**src/logic/cvs_pkg.sv**
```systemverilog
// constants and types shared by the command value scaling block
package cvs_pkg;

	// measured values: one lsb = one unit of the selected signal type
	//   voltage 1 mV (signed), current 1 uA, frequency 0.1 Hz, pwm 0.1 %PW
	localparam int unsigned CVS_VW = 16;
	localparam int unsigned CVS_RW = 16;

	typedef enum logic [1:0] {
		CVS_SIG_VOLT = 2'b00,
		CVS_SIG_CURR = 2'b01,
		CVS_SIG_FREQ = 2'b10,
		CVS_SIG_PWM  = 2'b11
	} cvs_sig_e;

	// controller modes that permit deadband setting, and the bipolar operating mode
	localparam logic [2:0] CVS_CM_PQ_OPEN  = 3'h0;
	localparam logic [2:0] CVS_CM_POS_OPEN = 3'h1;
	localparam logic [2:0] CVS_OPMODE_BIP  = 3'h3;

	// register offsets
	localparam logic [3:0] CVS_A_CTRL    = 4'h0;
	localparam logic [3:0] CVS_A_LO_CB   = 4'h1;
	localparam logic [3:0] CVS_A_HI_CB   = 4'h2;
	localparam logic [3:0] CVS_A_LO_IF   = 4'h3;
	localparam logic [3:0] CVS_A_HI_IF   = 4'h4;
	localparam logic [3:0] CVS_A_LO_REF  = 4'h5;
	localparam logic [3:0] CVS_A_HI_REF  = 4'h6;
	localparam logic [3:0] CVS_A_DB      = 4'h7;
	localparam logic [3:0] CVS_A_STATUS  = 4'h8;
	localparam logic [3:0] CVS_A_OUT     = 4'h9;

	// control field positions
	localparam int unsigned CVS_F_CB_EN  = 0;
	localparam int unsigned CVS_F_DB_EN  = 1;
	localparam int unsigned CVS_F_SIG    = 2;
	localparam int unsigned CVS_F_OPMODE = 4;
	localparam int unsigned CVS_F_CMODE  = 8;

	// setting steps in lsb
	localparam logic [15:0] CVS_STEP_VOLT = 16'h00c8; // 0.2 V
	localparam logic [15:0] CVS_STEP_CURR = 16'h012c; // 0.3 mA
	localparam logic [15:0] CVS_STEP_FREQ = 16'h0002; // 0.2 Hz
	localparam logic [15:0] CVS_STEP_PWM  = 16'h0002; // 0.2 %PW
	localparam logic [15:0] CVS_STEP_DB   = 16'h0001; // 0.1 %

	// ranges
	localparam logic [15:0] CVS_MAX_VOLT  = 16'h2710; // 10 V
	localparam logic [15:0] CVS_MIN_VOLTB = 16'hd8f0; // -10 V
	localparam logic [15:0] CVS_MAX_CURR  = 16'h4e20; // 20 mA
	localparam logic [15:0] CVS_MIN_FREQ  = 16'h0032; // 5 Hz
	localparam logic [15:0] CVS_MAX_FREQ  = 16'hc350; // 5000 Hz
	localparam logic [15:0] CVS_MAX_PWM   = 16'h03e8; // 100 %PW
	localparam logic [15:0] CVS_MAX_DB    = 16'h01f4; // 50 %

	// defaults per signal type, then reset values
	localparam logic [15:0] CVS_DLCB_VOLT = 16'h01f4; // 0.5 V
	localparam logic [15:0] CVS_DLCB_CURR = 16'h0dac; // 3.5 mA
	localparam logic [15:0] CVS_DLCB_FREQ = 16'h0064; // 10 Hz
	localparam logic [15:0] CVS_DLCB_PWM  = 16'h0064; // 10 %PW
	localparam logic [15:0] CVS_DLIF_VOLT = 16'h0000;
	localparam logic [15:0] CVS_DLIF_CURR = 16'h0000;
	localparam logic [15:0] CVS_DLIF_FREQ = 16'h0032; // 5 Hz
	localparam logic [15:0] CVS_DLIF_PWM  = 16'h0032; // 5 %PW
	localparam logic [15:0] CVS_DHIF_PWM  = 16'h03b6; // 95 %PW
	localparam logic [15:0] CVS_RST_LOREF = 16'h0000; // 0.00 mm
	localparam logic [15:0] CVS_RST_HIREF = 16'h2710; // 100.00 mm
	localparam logic [15:0] CVS_RST_DB    = 16'h0000;
	localparam logic [15:0] CVS_RST_CTRL  = 16'h0000;

endpackage : cvs_pkg

```
**src/logic/cvs_limit.sv**
```systemverilog
// range and step check for one setting of a given signal type
`timescale 1ns/1ps
module cvs_limit (
	// setting under test
	input  wire logic [15:0] i_val,
	input  wire logic [1:0]  i_sig,
	input  wire logic        i_bipolar,
	// verdict
	output logic             o_ok
);
	import cvs_pkg::*;

	logic signed [15:0] sval;
	logic        [15:0] lo;
	logic        [15:0] hi;
	logic        [15:0] step;
	logic        [15:0] off;
	logic               in_rng;

	always_comb begin
		sval   = signed'(i_val);
		lo     = 16'h0000;
		hi     = CVS_MAX_VOLT;
		step   = CVS_STEP_VOLT;
		in_rng = 1'b0;
		case (cvs_sig_e'(i_sig))
			CVS_SIG_VOLT: begin
				lo   = i_bipolar ? CVS_MIN_VOLTB : 16'h0000;
				in_rng = (sval >= signed'(lo))
					&& (sval <= signed'(CVS_MAX_VOLT));
			end
			CVS_SIG_CURR: begin
				hi   = CVS_MAX_CURR;
				step = CVS_STEP_CURR;
				in_rng = i_val <= hi;
			end
			CVS_SIG_FREQ: begin
				lo   = CVS_MIN_FREQ;
				hi   = CVS_MAX_FREQ;
				step = CVS_STEP_FREQ;
				in_rng = (i_val >= lo) && (i_val <= hi);
			end
			CVS_SIG_PWM: begin
				hi   = CVS_MAX_PWM;
				step = CVS_STEP_PWM;
				in_rng = i_val <= hi;
			end
			default: in_rng = 1'b0;
		endcase
		// step counted from the bottom of the range
		off  = i_val - lo;
		o_ok = in_rng && ((off % step) == 16'h0000);
	end

endmodule : cvs_limit

```
**src/logic/cvs_map.sv**
```systemverilog
// linear map of input between two interface points onto two references
`timescale 1ns/1ps
module cvs_map #(
	parameter int unsigned VW = 16
) (
	// input and scaling points
	input  wire logic signed [VW-1:0] i_x,
	input  wire logic signed [VW-1:0] i_x_lo,
	input  wire logic signed [VW-1:0] i_x_hi,
	input  wire logic signed [VW-1:0] i_y_lo,
	input  wire logic signed [VW-1:0] i_y_hi,
	// mapped value
	output logic signed [VW-1:0]      o_y
);
	logic signed [VW+1:0]   dx;
	logic signed [VW+1:0]   span_x;
	logic signed [VW+1:0]   span_y;
	logic signed [2*VW+3:0] prod;
	logic signed [2*VW+3:0] quot;
	logic signed [2*VW+3:0] sum;

	// outside the interface window the line is extended; divider kept
	// combinational since settings change rarely and area beats latency
	always_comb begin
		dx     = (VW+2)'(i_x) - (VW+2)'(i_x_lo);
		span_x = (VW+2)'(i_x_hi) - (VW+2)'(i_x_lo);
		span_y = (VW+2)'(i_y_hi) - (VW+2)'(i_y_lo);
		prod   = (2*VW+4)'(dx) * (2*VW+4)'(span_y);
		if (span_x == '0) begin
			quot = '0;
		end else begin
			quot = prod / (2*VW+4)'(span_x);
		end
		sum = quot + (2*VW+4)'(i_y_lo);
		o_y = sum[VW-1:0];
	end

endmodule : cvs_map

```
**src/logic/cvs_top.sv**
```systemverilog
// command value scaling: cable break, interface scaling, deadband
`timescale 1ns/1ps
// Behaviour
// - cable-break supervision enable bit; off means no cable-break flag
// - supervision on: input below lower threshold raises cable break
// - supervision on: input above upper threshold raises cable break
// - signal type change reloads thresholds and interface points to defaults
// - settings limited to the type's range and step, else write ignored
// - voltage interface points may go to -10 V only in mode 3
// - input at lower interface point gives lower reference
// - input at upper interface point gives upper reference
// - deadband acts on the merged command value input
// - deadband settings writable only in the two open loop modes
// - deadband off passes merged command unchanged
// - deadband on: below it zero current, else min-to-max current (the code passes the merged command on unchanged at and above it)
// - default thresholds and interface points per signal type
module cvs_top #(
	parameter int unsigned VW = cvs_pkg::CVS_VW
) (
	// clock and reset
	input  wire logic              i_sys_clk,
	input  wire logic              i_nrst,
	// register port
	input  wire logic [3:0]        i_addr,
	input  wire logic [15:0]       i_wdata,
	input  wire logic              i_wr,
	input  wire logic              i_rd,
	output logic      [15:0]       o_rdata,
	// measured command input and merged command
	input  wire logic [VW-1:0]     i_meas,
	input  wire logic [VW-1:0]     i_merged,
	// results
	output logic      [VW-1:0]     o_scaled,
	output logic      [VW-1:0]     o_cmd,
	output logic                   o_sol_zero,
	output logic                   o_cable_break
);
	import cvs_pkg::*;

	// settings
	logic        cb_en, next_cb_en;
	logic        db_en, next_db_en;
	logic [1:0]  sig, next_sig;
	logic [2:0]  opmode, next_opmode;
	logic [2:0]  cmode, next_cmode;
	logic [15:0] lo_cb, next_lo_cb;
	logic [15:0] hi_cb, next_hi_cb;
	logic [15:0] lo_if, next_lo_if;
	logic [15:0] hi_if, next_hi_if;
	logic [15:0] lo_ref, next_lo_ref;
	logic [15:0] hi_ref, next_hi_ref;
	logic [15:0] db, next_db;
	// outputs
	logic [15:0] next_rdata;
	logic [VW-1:0] next_scaled;
	logic [VW-1:0] next_cmd;
	logic        next_sol_zero;
	logic        next_cb;

	logic        ok_w;
	logic        bip;
	logic        db_open;
	logic        below;
	logic        above;
	logic [VW-1:0] map_y;
	logic [15:0] d_lo_cb;
	logic [15:0] d_hi_cb;
	logic [15:0] d_lo_if;
	logic [15:0] d_hi_if;

	assign bip     = (opmode == CVS_OPMODE_BIP);
	assign db_open = (cmode == CVS_CM_PQ_OPEN)
		|| (cmode == CVS_CM_POS_OPEN);

	// one checker for the addressed setting on the current type
	cvs_limit u_limit (
		.i_val     (i_wdata),
		.i_sig     (sig),
		.i_bipolar (bip && (i_addr == CVS_A_LO_IF || i_addr == CVS_A_HI_IF)),
		.o_ok      (ok_w)
	);

	cvs_map #(
		.VW (VW)
	) u_map (
		.i_x    (signed'(i_meas)),
		.i_x_lo (signed'(lo_if)),
		.i_x_hi (signed'(hi_if)),
		.i_y_lo (signed'(lo_ref)),
		.i_y_hi (signed'(hi_ref)),
		.o_y    (map_y)
	);

	// defaults of the type being selected
	always_comb begin
		d_lo_cb = CVS_DLCB_VOLT;
		d_hi_cb = CVS_MAX_VOLT;
		d_lo_if = CVS_DLIF_VOLT;
		d_hi_if = CVS_MAX_VOLT;
		case (cvs_sig_e'(i_wdata[CVS_F_SIG +: 2]))
			CVS_SIG_VOLT: begin
				d_lo_cb = CVS_DLCB_VOLT;
			end
			CVS_SIG_CURR: begin
				d_lo_cb = CVS_DLCB_CURR;
				d_hi_cb = CVS_MAX_CURR;
				d_lo_if = CVS_DLIF_CURR;
				d_hi_if = CVS_MAX_CURR;
			end
			CVS_SIG_FREQ: begin
				d_lo_cb = CVS_DLCB_FREQ;
				d_hi_cb = CVS_MAX_FREQ;
				d_lo_if = CVS_DLIF_FREQ;
				d_hi_if = CVS_MAX_FREQ;
			end
			CVS_SIG_PWM: begin
				d_lo_cb = CVS_DLCB_PWM;
				d_hi_cb = CVS_MAX_PWM;
				d_lo_if = CVS_DLIF_PWM;
				d_hi_if = CVS_DHIF_PWM;
			end
			default: d_lo_cb = CVS_DLCB_VOLT;
		endcase
	end

	// register writes
	always_comb begin
		next_cb_en  = cb_en;
		next_db_en  = db_en;
		next_sig    = sig;
		next_opmode = opmode;
		next_cmode  = cmode;
		next_lo_cb  = lo_cb;
		next_hi_cb  = hi_cb;
		next_lo_if  = lo_if;
		next_hi_if  = hi_if;
		next_lo_ref = lo_ref;
		next_hi_ref = hi_ref;
		next_db     = db;
		if (i_wr) begin
			case (i_addr)
				CVS_A_CTRL: begin
					next_cb_en  = i_wdata[CVS_F_CB_EN];
					next_sig    = i_wdata[CVS_F_SIG +: 2];
					next_opmode = i_wdata[CVS_F_OPMODE +: 3];
					next_cmode  = i_wdata[CVS_F_CMODE +: 3];
					// enable bit only moves in an open loop mode
					if (db_open) begin
						next_db_en = i_wdata[CVS_F_DB_EN];
					end
					if (i_wdata[CVS_F_SIG +: 2] != sig) begin
						next_lo_cb = d_lo_cb;
						next_hi_cb = d_hi_cb;
						next_lo_if = d_lo_if;
						next_hi_if = d_hi_if;
					end
				end
				// off-grid or out-of-range values are dropped
				CVS_A_LO_CB: if (ok_w) next_lo_cb = i_wdata;
				CVS_A_HI_CB: if (ok_w) next_hi_cb = i_wdata;
				CVS_A_LO_IF: if (ok_w) next_lo_if = i_wdata;
				CVS_A_HI_IF: if (ok_w) next_hi_if = i_wdata;
				CVS_A_LO_REF: next_lo_ref = i_wdata;
				CVS_A_HI_REF: next_hi_ref = i_wdata;
				CVS_A_DB: begin
					if (db_open && i_wdata <= CVS_MAX_DB) begin
						next_db = i_wdata;
					end
				end
				default: next_db = db;
			endcase
		end
	end

	// supervision, deadband and read path
	always_comb begin
		if (sig == CVS_SIG_VOLT) begin
			below = signed'(i_meas) < signed'(lo_cb);
			above = signed'(i_meas) > signed'(hi_cb);
		end else begin
			below = i_meas < lo_cb;
			above = i_meas > hi_cb;
		end
		next_cb = cb_en && (below || above);
		next_scaled = map_y;
		// merged value in 0.1 % of the current range, signed compare so any negative value gives zero
		if (db_en && (signed'(i_merged) < signed'(db))) begin
			next_cmd      = '0;
			next_sol_zero = 1'b1;
		end else begin
			next_cmd      = i_merged;
			next_sol_zero = 1'b0;
		end
		next_rdata = 16'h0000;
		if (i_rd) begin
			case (i_addr)
				CVS_A_CTRL: next_rdata = {5'h00, cmode, 1'b0, opmode,
					sig, db_en, cb_en};
				CVS_A_LO_CB:  next_rdata = lo_cb;
				CVS_A_HI_CB:  next_rdata = hi_cb;
				CVS_A_LO_IF:  next_rdata = lo_if;
				CVS_A_HI_IF:  next_rdata = hi_if;
				CVS_A_LO_REF: next_rdata = lo_ref;
				CVS_A_HI_REF: next_rdata = hi_ref;
				CVS_A_DB:     next_rdata = db;
				CVS_A_STATUS: next_rdata = {15'h0000, o_cable_break};
				CVS_A_OUT:    next_rdata = 16'(o_scaled);
				default:      next_rdata = 16'h0000;
			endcase
		end
	end

	always_ff @(posedge i_sys_clk or negedge i_nrst) begin
		if (!i_nrst) begin
			cb_en         <= 1'b0;
			db_en         <= 1'b0;
			sig           <= CVS_SIG_VOLT;
			opmode        <= 3'h1;
			cmode         <= CVS_CM_PQ_OPEN;
			lo_cb         <= CVS_DLCB_VOLT;
			hi_cb         <= CVS_MAX_VOLT;
			lo_if         <= CVS_DLIF_VOLT;
			hi_if         <= CVS_MAX_VOLT;
			lo_ref        <= CVS_RST_LOREF;
			hi_ref        <= CVS_RST_HIREF;
			db            <= CVS_RST_DB;
			o_rdata       <= 16'h0000;
			o_scaled      <= '0;
			o_cmd         <= '0;
			o_sol_zero    <= 1'b0;
			o_cable_break <= 1'b0;
		end else begin
			cb_en         <= next_cb_en;
			db_en         <= next_db_en;
			sig           <= next_sig;
			opmode        <= next_opmode;
			cmode         <= next_cmode;
			lo_cb         <= next_lo_cb;
			hi_cb         <= next_hi_cb;
			lo_if         <= next_lo_if;
			hi_if         <= next_hi_if;
			lo_ref        <= next_lo_ref;
			hi_ref        <= next_hi_ref;
			db            <= next_db;
			o_rdata       <= next_rdata;
			o_scaled      <= next_scaled;
			o_cmd         <= next_cmd;
			o_sol_zero    <= next_sol_zero;
			o_cable_break <= next_cb;
		end
	end

endmodule : cvs_top

```
**config.mk**
```make
export PLATFORM = sky130hd
export DESIGN_NAME = cvs_top
export DESIGN_NICKNAME = d
export VERILOG_FILES = /design/src/logic/cvs_pkg.sv /design/src/logic/cvs_limit.sv /design/src/logic/cvs_map.sv /design/src/logic/cvs_top.sv
export SDC_FILE = /design/constraint.sdc
export NUM_CORES = 2
export LEC_CHECK = 0
export ABC_AREA = 0
export BUFFER_PORTS_ARGS = -buffer_cell sky130_fd_sc_hd__buf_2
export CAP_MARGIN = 20
export CORE_ASPECT_RATIO = 0.8
export CORE_UTILIZATION = 50
export CTS_CLUSTER_SIZE = 40
export DETAILED_ROUTE_END_ITERATION = 8
export MAX_ROUTING_LAYER = met4
export PLACE_DENSITY = 0.63
export SETUP_SLACK_MARGIN = 0.02
export SYNTH_ARGS = -nofsm -noshare
export SYNTH_HDL_FRONTEND = slang
export SYNTH_HIERARCHICAL = 1
export SYNTH_SLANG_ARGS = --single-unit
```
**constraint.sdc**
```tcl
create_clock -name i_sys_clk -period 299.8 [get_ports i_sys_clk]
set_input_delay 14.99 -clock i_sys_clk [delete_from_list [all_inputs] [get_ports i_sys_clk]]
set_output_delay 14.99 -clock i_sys_clk [all_outputs]
set_load 0.01 [all_outputs]
```
==> flow_summary.json <==
{
  "outcome": "completed",
  "ys.warnings.count": 6,
  "cts_resized": 0,
  "rows": 119,
  "drt_drc_violations_left": 0,
  "core_area_mm2": 0.1322,
  "max_freq_mhz": 7.407,
  "nets": 10560,
  "post_cts_buffers": 0,
  "grt_pass1_wl_um": 404600,
  "crit_family": "compound AO/OA/AOI/OAI gates",
  "syn_to_final_growth_pct": 6.641,
  "clock_sinks": 172,
  "grt_overflow": 0,
  "wl_per_cell_um": 24.42,
  "skew_ns": 0.01413,
  "synth_area_per_cell_um2": 7.414,
  "cts-htree-levels": 4,
  "slew_headroom_pct": 16.62,
  "yosysUniqueCellTypes": 148,
  "vias": 70570,
  "antenna_left": 0,
  "synth_top_area_cell": "ha_1",
  "die_y_um": 329.4,
  "yosysTopAreaCellShare_pct": 18.11,
  "synth_edf_count": 0,
  "finalMaxSlewViolations": 0,
  "drive_gt1_share_pct": 7.267,
  "viasPerCell": 6.407,
  "yosysMostFrequentCell": "ha_1",
  "cts.clk_slew.worst_paths_ns": 0.06,
  "drtIter0Drc": 7921,
  "initial_core_util_pct": 50.68,
  "ctsHoldBuffers": 0,
  "yosys-top-cells-count": "ha_1 (970), nand2_1 (961), nor2_1 (835)",
  "grt_pass1_vias": 65800,
  "drt_first_pass_iters": 8,
  "cts_buffers": 17,
  "async_flop_share_pct": 100.0,
  "track_usage_pct": 39.69,
  "stdcell_count": 11010,
  "antenna_found_initial": 10,
  "setup-tns-final_ns": 0,
  "cp.arrival_ns": 135.38,
  "yosysSeqAreaShare_pct": 6.464,
  "io_buffers": 105,
  "clk_latency_ns": 0.45,
  "critPathBufInv": 37,
  "cpMostUsedCell": "a21oi_1",
  "rsz0062_at_grt": "false",
  "synthesis.area_mm2": 0.06701,
  "dp_hpwl_um": 219600,
  "min_period_over_period_pct": 45.03,
  "routabilityCongestion": 1.064,
  "hold_viol": 0,
  "clockBufferDepth": 2,
  "crit_path_end_kind": "flop",
  "io_pins": 106,
  "maxCapViolCount": 0,
  "critical_path_class": "in2reg",
  "dp_cells": 10960,
  "cts_tree": "done",
  "ys.flop_type": "dfrtp_1",
  "start_kind": "primary input",
  "cp_data_required_time_ns": 300.17,
  "worstMarginPinSlew_ns": 1.251,
  "synth-seq-cells": 172,
  "final-seq-area_mm2": 0.004332,
  "cts_root_buffer": "clkbuf_16",
  "setup_viol": 0,
  "crit_slowest_cell": "nor2_1",
  "multi_input_area_mm2": 0.05987,
  "finalCriticalPeriod_ns": 135.01,
  "syn_inst": 9039,
  "grt_max_degree": 76,
  "die-area_mm2": 0.1355,
  "slowest_delay_ns": 1.03,
  "synth.area.top_cells": "ha_1 (18%), fa_1 (9.0%), dfrtp_1 (5.6%), nand2_1 (5.4%), xnor2_1 (4.8%)",
  "path_max_fanout": 42,
  "hold_path_class": "reg2reg",
  "nFillCells": 12860,
  "drt-total-wl_um": 269000,
  "die_w_um": 411.3
}
## cell usage in the layout, fill, tap and decap left out, drive strengths merged, types with 126 or more instances in the layout
| cell | Yosys | routed |
|---|---|---|
| a21o | 308 | 308 |
| a21oi | 615 | 615 |
| a31oi | 131 | 131 |
| buf | 92 | 258 |
| conb | 2 | 192 |
| dfrtp | 150 | 150 |
| fa | 300 | 300 |
| ha | 970 | 970 |
| inv | 724 | 727 |
| mux2 | 131 | 131 |
| nand2 | 965 | 965 |
| nand3 | 196 | 196 |
| nor2 | 840 | 840 |
| nor2b | 126 | 126 |
| nor3 | 263 | 263 |
| o21a | 239 | 239 |
| o21ai | 542 | 542 |
| xnor2 | 371 | 371 |
| xor2 | 234 | 234 |
## logic make-up after synthesis
kind of cell / after synthesis / synth area share [%]
AND/OR/NAND/NOR: 3118 / 22.20
buffers and inverters: 1000 / 5.814
adder cells (fa/ha/maj): 1270 / 27.07
other: 2 / 0.01121
AO/OA/AOI/OAI: 2674 / 27.27
flip-flops: 172 / 6.464
XOR/XNOR: 606 / 7.963
multiplexers: 197 / 3.210
## final timing paths
check                           cells after the start       from      endpoint  slack, ns
worst max register to register                    458   lo_if[0]  o_scaled[15]     178.84
worst min register to register                      2   lo_cb[4]      lo_cb[4]       0.48
max in group asynchronous                           3     i_nrst    lo_ref[13]     283.41
worst max-delay path                              460  i_meas[0]  o_scaled[15]     164.79
worst min-delay path                                2   lo_cb[4]      lo_cb[4]       0.48
min in group asynchronous                           1     i_nrst         db_en      14.46
## registers in the layout, indices dropped and copies added, names as in the netlist
register,cells
o_cmd,16
lo_cb,16
cmode,3
o_scaled,16
cb_en,1
db,16
o_rdata,16
hi_ref,16
hi_if,16
db_en,1
lo_ref,16
sig,2
o_sol_zero,1
o_cable_break,1
lo_if,16
hi_cb,16
opmode,3
## per-stage QoR
stage | worst slack [ns] | hold slack [ns] | area [um^2] | util (%)
after detailed placement | 167.48 | 0.4702 | 70760 | 53.52
final | 164.79 | 0.4805 | 71460 | 54.05
after CTS | 167.47 | 0.4789 | 71340 | 53.96
after global routing | 157.09 | 0.5030 | 71450 | 54.04
after global placement | 169.73 | 0.4629 | 70720 | 53.49
after floorplan | 182.33 | 0.4498 | 67730 | -
## tightest hold or removal path, delay by kind of cell (launching register included)
kind	cells	cell delay, ns
AOI/OAI and AO/OA	1	0.05
DFF	1	0.38
and+or+nand+nor	1	0.05
## final cells by class
class                           instances  area share (%)
Inverter                              725           3.808
Multi-Input combinational cell       8057           83.77
Timing Repair Buffer                  261           2.423
Clock inverter                         12          0.1908
Tap cell                             1754           3.071
Sequential cell                       172           6.061
Clock buffer                           20          0.6251
Antenna cell                           13         0.04552
## per-layer routing
layer	part of all wire (%)	global-route usage (%)	vias to the layer above
met5	0	-	-
met4	3.0	10.33	0
met3	11	8.019	448
met2	41	56.60	3426
met1	45	56.34	33780
li1	-	-	32910
Power is not shown: default switching activity piles up to over one toggle a cycle in this logic, so the estimate is an artifact.
